[config.mk]
export PLATFORM = sky130hd
export DESIGN_NAME = rtcw_core
export DESIGN_NICKNAME = d
export VERILOG_FILES = /design/src/core/rtcw_pkg.sv /design/src/core/rtcw_core.sv
export SDC_FILE = /design/constraint.sdc
export NUM_CORES = 1
export LEC_CHECK = 0
export BUFFER_PORTS_ARGS = -buffer_cell sky130_fd_sc_hd__buf_2
export CAP_MARGIN = 25
export CORE_MARGIN = 1.5
export CORE_UTILIZATION = 55
export DETAILED_ROUTE_END_ITERATION = 10
export HOLD_SLACK_MARGIN = 0.02
export PLACE_DENSITY_LB_ADDON = 0.3
export SLEW_MARGIN = 20
export SYNTH_ARGS = -nofsm -noshare
export SYNTH_HDL_FRONTEND = slang
export SYNTH_SLANG_ARGS = --single-unit
[constraint.sdc]
create_clock -name clk -period 8.1 [get_ports clk]
set_input_delay 1.62 -clock clk [delete_from_list [all_inputs] [get_ports clk]]
set_output_delay 1.62 -clock clk [all_outputs]
set_load 0.1 [all_outputs]
[src/core/rtcw_pkg.sv]
// Constants for the RTC oscillator, trim, alarm and watchdog block
package rtcw_pkg;
    // Register addresses on the memory bus
    localparam logic [20:0] ADDR_FLAGS = 21'h1FFFF0;
    localparam logic [20:0] ADDR_ALM_SEC = 21'h1FFFF2;
    localparam logic [20:0] ADDR_ALM_DATE = 21'h1FFFF5;
    localparam logic [20:0] ADDR_IRQ = 21'h1FFFF6;
    localparam logic [20:0] ADDR_WDOG = 21'h1FFFF7;
    localparam logic [20:0] ADDR_TRIM = 21'h1FFFF8;
    // Field positions
    localparam int FL_READ = 0;
    localparam int FL_HOLD = 1;
    localparam int FL_CAL = 2;
    localparam int FL_OSCILLATOR_FAILED_FLAG = 4;
    localparam int FL_AF = 6;
    localparam int FL_WDF = 7;
    localparam int IR_SQUARE_OUT_ENABLE = 4;
    localparam int IR_AIE = 6;
    localparam int IR_WIE = 7;
    localparam int WD_KICK = 7;
    localparam int WD_LOCK = 6;
    localparam int TR_OFF = 7;
    localparam int TR_SIGN = 5;
    localparam int ALM_MASK = 7;
    // Values after reset
    localparam logic [7:0] IRQ_RST = 8'h00;
    localparam logic [7:0] TRIM_RST = 8'h00;
    localparam logic [5:0] WDOG_TO_RST = 6'h00;
    // Times and cycle counts
    localparam int CLK_PERIOD_NS = 100;
    localparam int OSC_START_NS = 1_000_000_000;
    localparam int OSC_CHECK_NS = 5_000_000;
    localparam int OSC_START_CYC = OSC_START_NS / CLK_PERIOD_NS;
    localparam int OSC_CHECK_CYC = OSC_CHECK_NS / CLK_PERIOD_NS;
    localparam int START_W = 24;
    localparam int CHECK_W = 16;
    // Oscillator division and trim
    localparam logic [15:0] OSC_PER_SEC = 16'h8000;
    localparam logic [15:0] CAL_POS_CYC = 16'h0100;
    localparam logic [15:0] CAL_NEG_CYC = 16'h0080;
    localparam logic [5:0] SEC_LAST = 6'h3B;
    localparam logic [9:0] WDOG_DIV_END = 10'h3FF;
    localparam int DIV_1HZ = 14;
    localparam int DIV_512 = 5;
    localparam int DIV_4K = 2;
endpackage

[src/core/rtcw_core.sv]
// Oscillator control, trim, alarm, watchdog and square wave of the RTC
//
// Function
// Oscillator runs while oscillator_off is 0, stops when it is 1.
// After re-enable, oscillator becomes active after about one second.
// At power-up, no oscillator within 5 ms sets oscillator_failed_flag.
// Oscillator failure reloads base time; control and trim untouched.
// Software clears oscillator_failed_flag under the time-set hold bit.
// Trim magnitude 0..31 comes from the five low trim bits.
// Trim bit D5 is the sign; 1 speeds up, 0 slows down.
// 64-minute cycle; adjusted second shortened 256 or lengthened 128.
// Magnitude N adjusts the first 2N minutes, one second each.
// Calibration-test bit puts 512 Hz on the interrupt pin.
// Test output frequency ignores the trim register value.
// Software changes the calibration-test bit under the hold bit.
// Alarm match sets alarm_match_flag, interrupt if alarm_irq_enable.
// Field joins match when its mask bit is 0; all ones disables.
// Reading flags clears alarm and watchdog flags and their interrupt.
// New alarm values apply only when the hold bit returns to 0.
// Software keeps the seconds mask bit at 0.
// Watchdog counts down on a 32 Hz tick while oscillator runs.
// Power-up loads watchdog; kick reloads; zero sets timeout flag.
// Timeout bits are written only when watchdog_value_lock is 0.
// Timeout value 0 disables the watchdog completely.
// Square wave 1, 512, 4096 or 32768 Hz; none on backup power.
// Rate select 00,01,10,11 picks 1, 512, 4096, 32768 Hz.
// Calibration output wins over the square wave.
// All ticks come from the oscillator by binary division.
`timescale 1ns/1ps
`default_nettype none
module rtcw_core
    import rtcw_pkg::*;
#(
    parameter int START_CYC = OSC_START_CYC,
    parameter int CHECK_CYC = OSC_CHECK_CYC
)(
    // Clock and reset
    input wire logic clk,
    input wire logic rst_b,
    // Memory bus window
    input wire logic [20:0] addr,
    input wire logic ce_b,
    input wire logic oe_b,
    input wire logic we_b,
    input wire logic [7:0] dq_in,
    output logic [7:0] dq_out,
    output logic dq_oe,
    // Crystal oscillator
    input wire logic osc_in,
    output logic osc_en,
    // Timekeeping counters
    input wire logic [7:0] cur_sec,
    input wire logic [7:0] cur_min,
    input wire logic [7:0] cur_hour,
    input wire logic [7:0] cur_date,
    output logic sec_tick,
    output logic time_reload,
    // Power and interrupt pin
    input wire logic on_backup,
    output logic int_o
);

    typedef struct packed {
        logic hold;
        logic rd_bit;
        logic cal;
        logic oscillator_failed_flag;
        logic af;
        logic watchdog_timeout_flag;
        logic [3:0][7:0] alm_new;
        logic [3:0][7:0] alm;
        logic [7:0] irq;
        logic lock;
        logic [5:0] wd_to;
        logic [5:0] wd_cnt;
        logic [7:0] trim;
        logic osc_prev;
        logic osc_act;
        logic [START_W-1:0] start_cnt;
        logic [CHECK_W-1:0] chk_cnt;
        logic chk_done;
        logic [14:0] div;
        logic [15:0] sec_len;
        logic [5:0] sec_no;
        logic [5:0] min_no;
        logic wr_prev;
        logic rd_prev;
        logic match_prev;
        logic [7:0] dq_out;
        logic dq_oe;
        logic int_q;
        logic sec_tick;
        logic time_reload;
        logic osc_en;
    } rtcw_state_type;

    rtcw_state_type st_r;
    rtcw_state_type st_nxt;

    logic osc_edge;
    logic tick;
    logic wd_tick;
    logic wr_go;
    logic rd_go;
    logic hit;
    logic match;
    logic [3:0] fld_ok;
    logic [3:0][7:0] cur;
    logic [15:0] sec_end;
    logic adj;

    ////////////////////////////////////////////////////////////////////////
    // Decode and divider taps

    assign osc_edge = osc_in & ~st_r.osc_prev;
    assign tick = osc_edge & st_r.osc_act & ~st_r.trim[TR_OFF];
    assign wd_tick = tick & (st_r.div[9:0] == WDOG_DIV_END);
    assign wr_go = ~ce_b & ~we_b & ~st_r.wr_prev;
    assign rd_go = ~ce_b & ~oe_b & we_b & ~st_r.rd_prev;
    assign hit = (addr >= ADDR_FLAGS) && (addr <= ADDR_TRIM);
    assign cur = {cur_date, cur_hour, cur_min, cur_sec};
    // Per-field alarm compare; a masked field always agrees
    for (genvar gi = 0; gi < 4; gi++)
    begin : g_fld
        assign fld_ok[gi] = st_r.alm[gi][ALM_MASK] ||
            (st_r.alm[gi][6:0] == cur[gi][6:0]);
    end
    assign match = (&fld_ok) && ~(st_r.alm[0][ALM_MASK] &
        st_r.alm[1][ALM_MASK] & st_r.alm[2][ALM_MASK] &
        st_r.alm[3][ALM_MASK]);

    // First second of each of the first 2N minutes is adjusted
    assign adj = (st_r.sec_no == 6'h00) &&
        (st_r.min_no < {st_r.trim[4:0], 1'b0});
    assign sec_end = !adj ? OSC_PER_SEC :
        st_r.trim[TR_SIGN] ? OSC_PER_SEC - CAL_POS_CYC :
        OSC_PER_SEC + CAL_NEG_CYC;

    ////////////////////////////////////////////////////////////////////////
    // Next state

    always_comb
    begin
        st_nxt = st_r;
        st_nxt.sec_tick = 1'b0;
        st_nxt.time_reload = 1'b0;
        st_nxt.osc_prev = osc_in;
        st_nxt.wr_prev = ~ce_b & ~we_b;
        st_nxt.rd_prev = ~ce_b & ~oe_b & we_b;
        st_nxt.osc_en = ~st_r.trim[TR_OFF];

        // Read port; data is sampled before this cycle's updates
        st_nxt.dq_oe = ~ce_b & ~oe_b & we_b & hit;
        case (addr)
            ADDR_FLAGS:
                st_nxt.dq_out = {st_r.watchdog_timeout_flag, st_r.af, 1'b0, st_r.oscillator_failed_flag,
                    1'b0, st_r.cal, st_r.hold, st_r.rd_bit};
            ADDR_ALM_SEC, ADDR_ALM_SEC + 21'h000001,
            ADDR_ALM_SEC + 21'h000002, ADDR_ALM_DATE:
                st_nxt.dq_out = st_r.alm_new[addr[1:0] - 2'h2];
            ADDR_IRQ:
                st_nxt.dq_out = st_r.irq;
            ADDR_WDOG:
                st_nxt.dq_out = {1'b0, st_r.lock, st_r.wd_to};
            ADDR_TRIM:
                st_nxt.dq_out = st_r.trim;
            default:
                st_nxt.dq_out = 8'h00;
        endcase

        // Clears come first so that a same-cycle event still sets
        if (rd_go && addr == ADDR_FLAGS)
        begin
            st_nxt.af = 1'b0;
            st_nxt.watchdog_timeout_flag = 1'b0;
        end

        if (wr_go)
        begin
            case (addr)
                ADDR_FLAGS:
                begin
                    st_nxt.hold = dq_in[FL_HOLD];
                    st_nxt.rd_bit = dq_in[FL_READ];
                    if (st_r.hold)
                    begin
                        st_nxt.cal = dq_in[FL_CAL];
                        if (!dq_in[FL_OSCILLATOR_FAILED_FLAG])
                            st_nxt.oscillator_failed_flag = 1'b0;
                    end
                    if (st_r.hold && !dq_in[FL_HOLD])
                        st_nxt.alm = st_r.alm_new;
                end
                ADDR_ALM_SEC, ADDR_ALM_SEC + 21'h000001,
                ADDR_ALM_SEC + 21'h000002, ADDR_ALM_DATE:
                    if (st_r.hold)
                        st_nxt.alm_new[addr[1:0] - 2'h2] = dq_in;
                ADDR_IRQ:
                    st_nxt.irq = dq_in;
                ADDR_WDOG:
                begin
                    st_nxt.lock = dq_in[WD_LOCK];
                    if (!dq_in[WD_LOCK])
                        st_nxt.wd_to = dq_in[5:0];
                    if (dq_in[WD_KICK])
                        st_nxt.wd_cnt = dq_in[WD_LOCK] ? st_r.wd_to :
                            dq_in[5:0];
                end
                ADDR_TRIM:
                begin
                    st_nxt.trim = dq_in;
                    if (st_r.trim[TR_OFF] && !dq_in[TR_OFF])
                        st_nxt.start_cnt = START_W'(START_CYC);
                end
                default:
                    st_nxt.trim = st_r.trim;
            endcase
        end

        // Startup: no edge counts until the settling time is over
        if (st_r.trim[TR_OFF])
            st_nxt.osc_act = 1'b0;
        else if (st_r.start_cnt != '0)
            st_nxt.start_cnt = st_r.start_cnt - 1'b1;
        else if (osc_edge)
            st_nxt.osc_act = 1'b1;

        // Power-up check window
        if (!st_r.chk_done)
        begin
            st_nxt.chk_cnt = st_r.chk_cnt + 1'b1;
            if (st_r.chk_cnt == CHECK_W'(CHECK_CYC - 1))
            begin
                st_nxt.chk_done = 1'b1;
                if (!st_r.trim[TR_OFF] && !st_r.osc_act && !osc_edge)
                begin
                    st_nxt.oscillator_failed_flag = 1'b1;
                    st_nxt.time_reload = 1'b1;
                end
            end
        end

        // Free divider feeds the test output, the 1, 512 and 4096 Hz square outputs and the watchdog tick
        if (tick)
            st_nxt.div = st_r.div + 1'b1;

        // Trimmed seconds
        if (tick)
        begin
            if (st_r.sec_len >= sec_end - 16'h0001)
            begin
                st_nxt.sec_len = 16'h0000;
                st_nxt.sec_tick = 1'b1;
                if (st_r.sec_no == SEC_LAST)
                begin
                    st_nxt.sec_no = 6'h00;
                    st_nxt.min_no = st_r.min_no + 1'b1;
                end
                else
                    st_nxt.sec_no = st_r.sec_no + 1'b1;
            end
            else
                st_nxt.sec_len = st_r.sec_len + 1'b1;
        end

        // Watchdog; a zero timeout never fires
        if (wd_tick && st_r.wd_to != 6'h00 && !(wr_go && addr == ADDR_WDOG))
        begin
            if (st_r.wd_cnt <= 6'h01)
            begin
                st_nxt.watchdog_timeout_flag = 1'b1;
                st_nxt.wd_cnt = st_r.wd_to;
            end
            else
                st_nxt.wd_cnt = st_r.wd_cnt - 1'b1;
        end

        // Alarm flag on the rising match only
        st_nxt.match_prev = match;
        if (match && !st_r.match_prev)
            st_nxt.af = 1'b1;

        // Pin priority: backup off, then test, square, interrupts
        if (on_backup)
            st_nxt.int_q = 1'b0;
        else if (st_r.cal)
            st_nxt.int_q = st_r.div[DIV_512];
        else if (st_r.irq[IR_SQUARE_OUT_ENABLE])
        begin
            case (st_r.irq[1:0])
                2'h0: st_nxt.int_q = st_r.div[DIV_1HZ];
                2'h1: st_nxt.int_q = st_r.div[DIV_512];
                2'h2: st_nxt.int_q = st_r.div[DIV_4K];
                default: st_nxt.int_q = st_r.osc_prev & st_r.osc_act;
            endcase
        end
        else
            st_nxt.int_q = (st_r.irq[IR_WIE] & st_r.watchdog_timeout_flag) |
                (st_r.irq[IR_AIE] & st_r.af);
    end

    ////////////////////////////////////////////////////////////////////////
    // State register

    always_ff @(posedge clk or negedge rst_b)
    begin
        if (!rst_b)
        begin
            st_r <= '0;
            st_r.irq <= IRQ_RST;
            st_r.trim <= TRIM_RST;
            st_r.wd_to <= WDOG_TO_RST;
            st_r.wd_cnt <= WDOG_TO_RST;
            st_r.alm <= {4{8'h80}};
            st_r.alm_new <= {4{8'h80}};
        end
        else
            st_r <= st_nxt;
    end

    assign dq_out = st_r.dq_out;
    assign dq_oe = st_r.dq_oe;
    assign osc_en = st_r.osc_en;
    assign sec_tick = st_r.sec_tick;
    assign time_reload = st_r.time_reload;
    assign int_o = st_r.int_q;
endmodule
`default_nettype wire

==> impl_metrics.csv, run 1 <==
group,metric,value,unit
detailed_routing,via_per_inst,5.79,
sta,slew_headroom,0.418,
sta,timing.fmax,263,MHz
clock_network,clk_pin_slew,60,ps
critical_path,path_cells,"ha_1 > a21o_1 > a21o_1 > a21oi_1 > o211ai_1 > nor2_1 > ha_1 > a21oi_1 > nor2b_1 > o21ai_0 > a41oi_2 > buf_4 > nand2_1 > mux2_2",
yosys,synth_edf_count,0,
yosys,ys_warn_count,0,
yosys,synthCells,848,
die,ioPinCount,81,
yosys,synthDominantCellAreaShare,0.479,
grt,grt_max_degree,81,
yosys,async_flop_share,1.00,
hold_path,holdCritPathClass,"flip-flop to flip-flop",
critical_path,path_buf_inv,1,
final_layout,final_cell_mix,"dfrtp_1 (193), buf_2 (75), nand2_1 (63)",
status,status,"finished clean",
critical_path,path_class,"flip-flop to flip-flop",
critical_path,critPathTopFamily,"compound AO/OA/AOI/OAI gates",
yosys,yosys_most_used_dff,"dfrtp_1",
power,power,2.13,mW
yosys,ys_ff_latch,201,
clock_network,cts_tree,"done",
clock_network,cts_resized,0,
grt,grt_pass1_wl,34700,um
critical_path,max_stage_delay,420,ps
sta,setup_viol,0,
clock_network,cts_root_buf,"clkbuf_16",
power,cellLeakagePower,5.48,nW
die,dieArea,19200,um^2
final_layout,num-nets-final,1007,
critical_path,cp_max_fo,23,
critical_path,startpoint_type,"flip-flop",
detailed_routing,post-route-drc-count,0,
placement,gp_congestion,0.808,
clock_network,cts_buffer_depth,3,
grt,grt.total_usage,0.222,
clock_network,clock_sinks,201,
detailed_routing,detailroute.wirelength.met3,909,um
detailed_routing,wl_met2,9600,um
detailed_routing,top_layer,"met4",
sta,drv_slew,0,
sta,fin_tns_setup,0,ps
clock_network,cts_buffers,22,
grt,grt_pass1_vias,6714,
yosys,postSynthAreaPerCell,11.9,um^2
critical_path,critPathRequiredTime,8470,ps
yosys,syn-cell-area,10100,um^2
sta,finClkSkew,9.00,ps
yosys,synth_fp_nets,939,
sta,worst_pin_slew,867,ps
yosys,synth-seq-area-share,0.500,
die,rows,49,
detailed_routing,drt_iter0_drc,337,
sta,hold_violations,0,
grt,grt_overflow,0,
final_layout,fillCellCount,1417,
detailed_routing,drtAntennaViolNets,0,
critical_path,cpMaxStageDelayCell,"dfrtp_1",
die,start_util,0.561,
detailed_routing,firstDrtPassIters,5,
critical_path,cp_data_arrival_time,4180,ps
power,powerDensity,188,nW/um^2
die,die_w,138,um
grt,grt_antenna_before_repair,0,
sta,fin_ws,4290,ps
clock_network,post_cts.repair.setup_buffers,0,
detailed_routing,drt-met1-wl,9660,um
placement,io_buffers,76,
sta,finalCritPeriodShare,0.470,
final_layout,synthToLayoutAreaGrowth,12.7,%
clock_network,hold_buffers,0,
placement,place_ws,4110,ps
die,core_area,18000,um^2
yosys,synthTopCellsByArea,"dfrtp_1 (48%), mux2_4 (5.7%), mux2_2 (5.6%)",
clock_network,htree_levels,1,
critical_path,end_kind,"flip-flop",
power,vdd_drop_max,0.149,mV
yosys,yosysTopAreaCell,"dfrtp_1",
die,die_h,138,um
job,drv_cap,0,
detailed_routing,wl_per_cell,17.7,um
yosys,synthDistinctLibCells,73,
clock_network,clk_latency,500,ps
detailed_routing,vias,6731,
sta,rsz0062_at_grt,"no",
placement,hpwl,14200,um
final_layout,final_common_cell,"dfrtp_1",
detailed_routing,drt_wl_total,20600,um
final_layout,drive_gt1_frac,0.267,
sta,finalCriticalPeriod,3810,ps
-- through the flow --
step | utilization | hold slack [ps] | cells | instance area [um^2]
6_report | 0.633 | 476 | 1162 | 11400
5_1_grt | 0.633 | 496 | 1161 | 11400
4_1_cts | 0.633 | 475 | 1161 | 11400
3_5_place_dp | 0.589 | 458 | 1121 | 10600
3_3_place_gp | 0.588 | 454 | 1119 | 10600
2_1_floorplan | - | 435 | 848 | 10100
-- registers in the layout, indices dropped and copies added, names as in the netlist --
register,count
time_reload,1
sec_tick,1
dq_oe,1
osc_en,1
dq_out,8
st_r,188
int_o,1
-- power breakdown --
part | total, mW | switching (mW) | internal [mW]
logic | 0.0673 | 0.0452 | 0.0222
clock network | 1.06 | 0.395 | 0.663
registers | 1.01 | 0.00168 | 1.01
-- metal layers --
metal | vias up | GRT usage
met5 | - | 0
met4 | 0 | 0.0582
met3 | 31 | 0.0294
met2 | 157 | 0.356
met1 | 3343 | 0.321
li1 | 3200 | -
-- cell families after synthesis --
| group | share of synthesized area |
|---|---|
| buf+inv | 0.0310 |
| flops | 0.500 |
| compound gates | 0.0645 |
| xor+xnor | 0.0721 |
| simple gates | 0.154 |
| fa+ha+maj | 0.0285 |
| mux | 0.150 |
-- synthesized netlist by cell type (3+ instances only) --
library cell and n:
dfstp_2 8, inv_1 21, a41oi_1 4, or3_1 8
o31ai_1 5, o211ai_1 11, dfrtp_1 193, nor4_1 11
o21ai_0 21, xnor2_1 44, nor2_1 59, nand4b_1 3
nor3_1 18, xor2_1 39, buf_1 3, o2bb2ai_1 5
nand3_1 38, o41ai_1 4, clkbuf_1 11, buf_4 9
a21oi_1 13, o311ai_0 4, nor4_4 3, buf_2 7
mux2_4 38, nand2_1 63, a21o_1 3, and3_1 15
mux4_2 8, and4_1 5, nand4_1 12, buf_6 7
mux2_2 50, nand2b_1 3, a221o_1 7, ha_1 23
mux2i_1 20, nor2b_1 3, a22o_1 5
-- final cells by class --
class	count	area [um^2]	share of cell area
timing repair buffer	81	439	0.0386
sequential	201	5040	0.443
clock buffer	33	663	0.0583
tap	229	287	0.0252
multi-input combinational	589	4740	0.417
clock inverter	7	118	0.0103
antenna	1	2.50	0.000220
inverter	21	78.8	0.00694
-- final timing paths --
| path | startpoint | endpoint | slack (ps) | depth (start not counted) |
|---|---|---|---|---|
| worst max-delay path | st_r[18]$_DFFE_PN0P_ | st_r[17]$_DFFE_PN0P_ | 4290 | 14 |
| worst min-delay path | st_r[58]$_DFFE_PN0P_ | st_r[58]$_DFFE_PN0P_ | 480 | 1 |
| worst max register to register | st_r[18]$_DFFE_PN0P_ | st_r[17]$_DFFE_PN0P_ | 4290 | 14 |
| worst min register to register | st_r[58]$_DFFE_PN0P_ | st_r[58]$_DFFE_PN0P_ | 480 | 1 |
| max in group asynchronous | rst_b | st_r[152]$_DFFE_PN0P_ | 5660 | 2 |
| min in group asynchronous | rst_b | st_r[37]$_DFFE_PN0P_ | 1140 | 1 |
-- worst reg2reg max path: stages (launching register included) --
cell and delay, ps:
dfrtp_1 420, ha_1 310, a21o_1 160, a21o_1 180, a21oi_1 140, o211ai_1 150, nor2_1 380, ha_1 320
a21oi_1 160, nor2b_1 60, o21ai_0 280, a41oi_2 320, buf_4 310, nand2_1 140, mux2_2 360
(Power assumes the default switching activity.)
==> run 2: changes to the inputs <==
- ABC_AREA: unset -> 1
- clock period: 8.1 -> 3.6 ns (I/O delays scaled with it)
==> impl_metrics.csv, run 2 <==
group,metric,value,unit
status,status,"finished clean",
clock_network,cts_tree,"done",
yosys,synth_fp_nets,1451,
placement,hpwl,17400,um
sta,finalCritPeriodShare,0.862,
clock_network,clock_sinks,201,
final_layout,drive_gt1_frac,0.117,
die,ioPinCount,81,
yosys,async_flop_share,1.00,
die,dieArea,20400,um^2
sta,fin_ws,496,ps
critical_path,startpoint_type,"flip-flop",
critical_path,rr_worst_depth,14,
clock_network,htree_levels,1,
clock_network,clk_pin_slew,60,ps
power,power,4.80,mW
final_layout,final_cell_mix,"nand2_1 (402), dfrtp_1 (193), inv_1 (154)",
sta,setup_viol,0,
die,start_util,0.557,
critical_path,rrSetupSlack,500,ps
detailed_routing,firstDrtPassIters,8,
detailed_routing,post-route-drc-count,0,
final_layout,final_common_cell,"nand2_1",
yosys,synth.most_common_cell,"nand2_1",
yosys,ys_warn_count,0,
detailed_routing,drt_iter0_drc,497,
grt,grt_antenna_before_repair,3,
sta,fin_tns_setup,0,ps
detailed_routing,via_per_inst,5.26,
detailed_routing,drt_wl_total,24100,um
sta,slew_headroom,0.448,
critical_path,cp_data_arrival_time,3470,ps
critical_path,setup.worst_path.end,"st_r[23]$_DFFE_PN0P_",
clock_network,cts_root_buf,"clkbuf_16",
placement,gp_congestion,0.886,
final_layout,utilization,0.626,
final_layout,layout.cells.non_filler,1715,
critical_path,reg2reg_from,"st_r[19]$_DFFE_PN0P_",
yosys,yosys_most_used_dff,"dfrtp_1",
placement,placed_area,11300,um^2
hold_path,holdCritPathClass,"input pin to async pin",
die,die_w,143,um
placement,dp.cells,1673,
final_layout,fillCellCount,1676,
yosys,synthTopCellsByArea,"dfrtp_1 (45%), nand2_1 (14%), inv_1 (5.4%)",
yosys,synthDistinctLibCells,42,
yosys,ys_ff_latch,201,
final_layout,largest_reg_flops,188,
final_layout,design_area,12100,um^2
grt,grt_max_degree,98,
grt,grt_pass1_wl,39700,um
critical_path,path_class,"flip-flop to flip-flop",
placement,place_ws,455,ps
power,cellLeakagePower,6.13,nW
power,powerDensity,397,nW/um^2
power,vdd_drop_max,0.343,mV
critical_path,critPathRequiredTime,3970,ps
clock_network,hold_buffers,0,
die,rows,51,
final_layout,regMostFlops,"st_r",
sta,timing.fmax,322,MHz
grt,grt.total_usage,0.243,
clock_network,cts_buffer_depth,3,
final_layout,num-nets-final,1523,
yosys,synthDominantCellAreaShare,0.448,
clock_network,clk_latency,510,ps
sta,hold_violations,0,
yosys,synth_common_cells,"nand2_1 (402), dfrtp_1 (193), inv_1 (154)",
die,core_area,19300,um^2
placement,io_buffers,76,
sta,rsz0062_at_grt,"no",
clock_network,cts_buffers,22,
sta,finalCriticalPeriod,3100,ps
yosys,syn-cell-area,10800,um^2
final_layout,synthToLayoutAreaGrowth,12.4,%
critical_path,cp_max_fo,11,
critical_path,worst_r2r_endpoint,"st_r[23]$_DFFE_PN0P_",
critical_path,crit_start,"st_r[19]$_DFFE_PN0P_",
sta,fin_hold_ws,303,ps
die,die_h,143,um
sta,drv_slew,0,
grt,grt_overflow,0,
yosys,yosysTopAreaCell,"dfrtp_1",
grt,grt_pass1_vias,8259,
yosys,postSynthAreaPerCell,7.92,um^2
detailed_routing,drtAntennaViolNets,0,
yosys,synth-seq-area-share,0.468,
yosys,synthCells,1360,
sta,worst_pin_slew,825,ps
detailed_routing,vias,9018,
detailed_routing,wl_per_cell,14.1,um
yosys,synth_edf_count,0,
sta,finClkSkew,17.7,ps
critical_path,end_kind,"flip-flop",
job,drv_cap,0,
-- run 2: timing repair --
item                                    4_1_cts  5_1_grt
buffers inserted                              0        0
endpoints found under the setup margin        0        1
gates resized for setup                       0        1
-- run 2: cell type report --
| cell class | instances | area [um^2] | share of cell area |
|---|---|---|---|
| Antenna cell | 3 | 7.51 | 0.000620 |
| Multi-Input combinational cell | 964 | 4890 | 0.404 |
| Timing Repair Buffer | 85 | 482 | 0.0398 |
| Clock buffer | 30 | 632 | 0.0522 |
| Inverter | 158 | 593 | 0.0490 |
| Sequential cell | 201 | 5040 | 0.416 |
| Clock inverter | 9 | 129 | 0.0106 |
| Tap cell | 265 | 332 | 0.0274 |
-- run 2: cells by family (layout without fill, tap and decap cells) --
logic type                 after synthesis  after routing  synth area share
AOI/OAI and AO/OA                      159            159            0.0820
DFF                                    201            201             0.468
xor gates and xnor gates                63             63            0.0512
adders and majority gates               23             23            0.0267
buffers and inverters                  195            282            0.0782
and+or+nand+nor                        719            719             0.294
other                                    0              3                 0
-- run 2: layer usage --
metal  track usage  part of all wire  vias to the layer above
li1              -                 -                     4510
met1         0.318              0.44                     4245
met2         0.414              0.48                      214
met3        0.0339             0.044                       49
met4        0.0852             0.031                        0
met5             0                 0                        -
-- run 2: how the worst min path moves through the flow --
| stage | endpoint | slack, ps | depth (start not counted) |
|---|---|---|---|
| after global routing | st_r[101]$_DFF_PN0_ | 350 | 1 |
| after detailed placement | st_r[75]$_DFFE_PN0N_ | 460 | 1 |
| final | int_o$_DFF_PN0_ | 300 | 1 |
| after floorplan | dq_oe$_DFF_PN0_ | 420 | 0 |
| after CTS | st_r[51]$_DFFE_PN0P_ | 330 | 1 |
| after global placement | st_r[75]$_DFFE_PN0N_ | 450 | 1 |
-- run 2: report_power, final --
part           switching (mW)  internal, mW  leakage [nW]
combinational           0.123        0.0538          3.20
sequential            0.00105          2.26          2.57
clock                   0.918          1.45         0.369
total                    1.04          3.76          6.13
-- run 2: worst max-delay path, stage by stage (launching register included) --
cell and delay (ps):
dfrtp_1 420, ha_1 330, a21oi_1 200, o21a_1 140, nand3_1 130, nor2_2 280, ha_1 310, a21oi_1 150
nor2_1 50, nor3_1 190, nand3_2 240, nand2_2 190, inv_1 180, nand2_1 100, o21ai_0 70
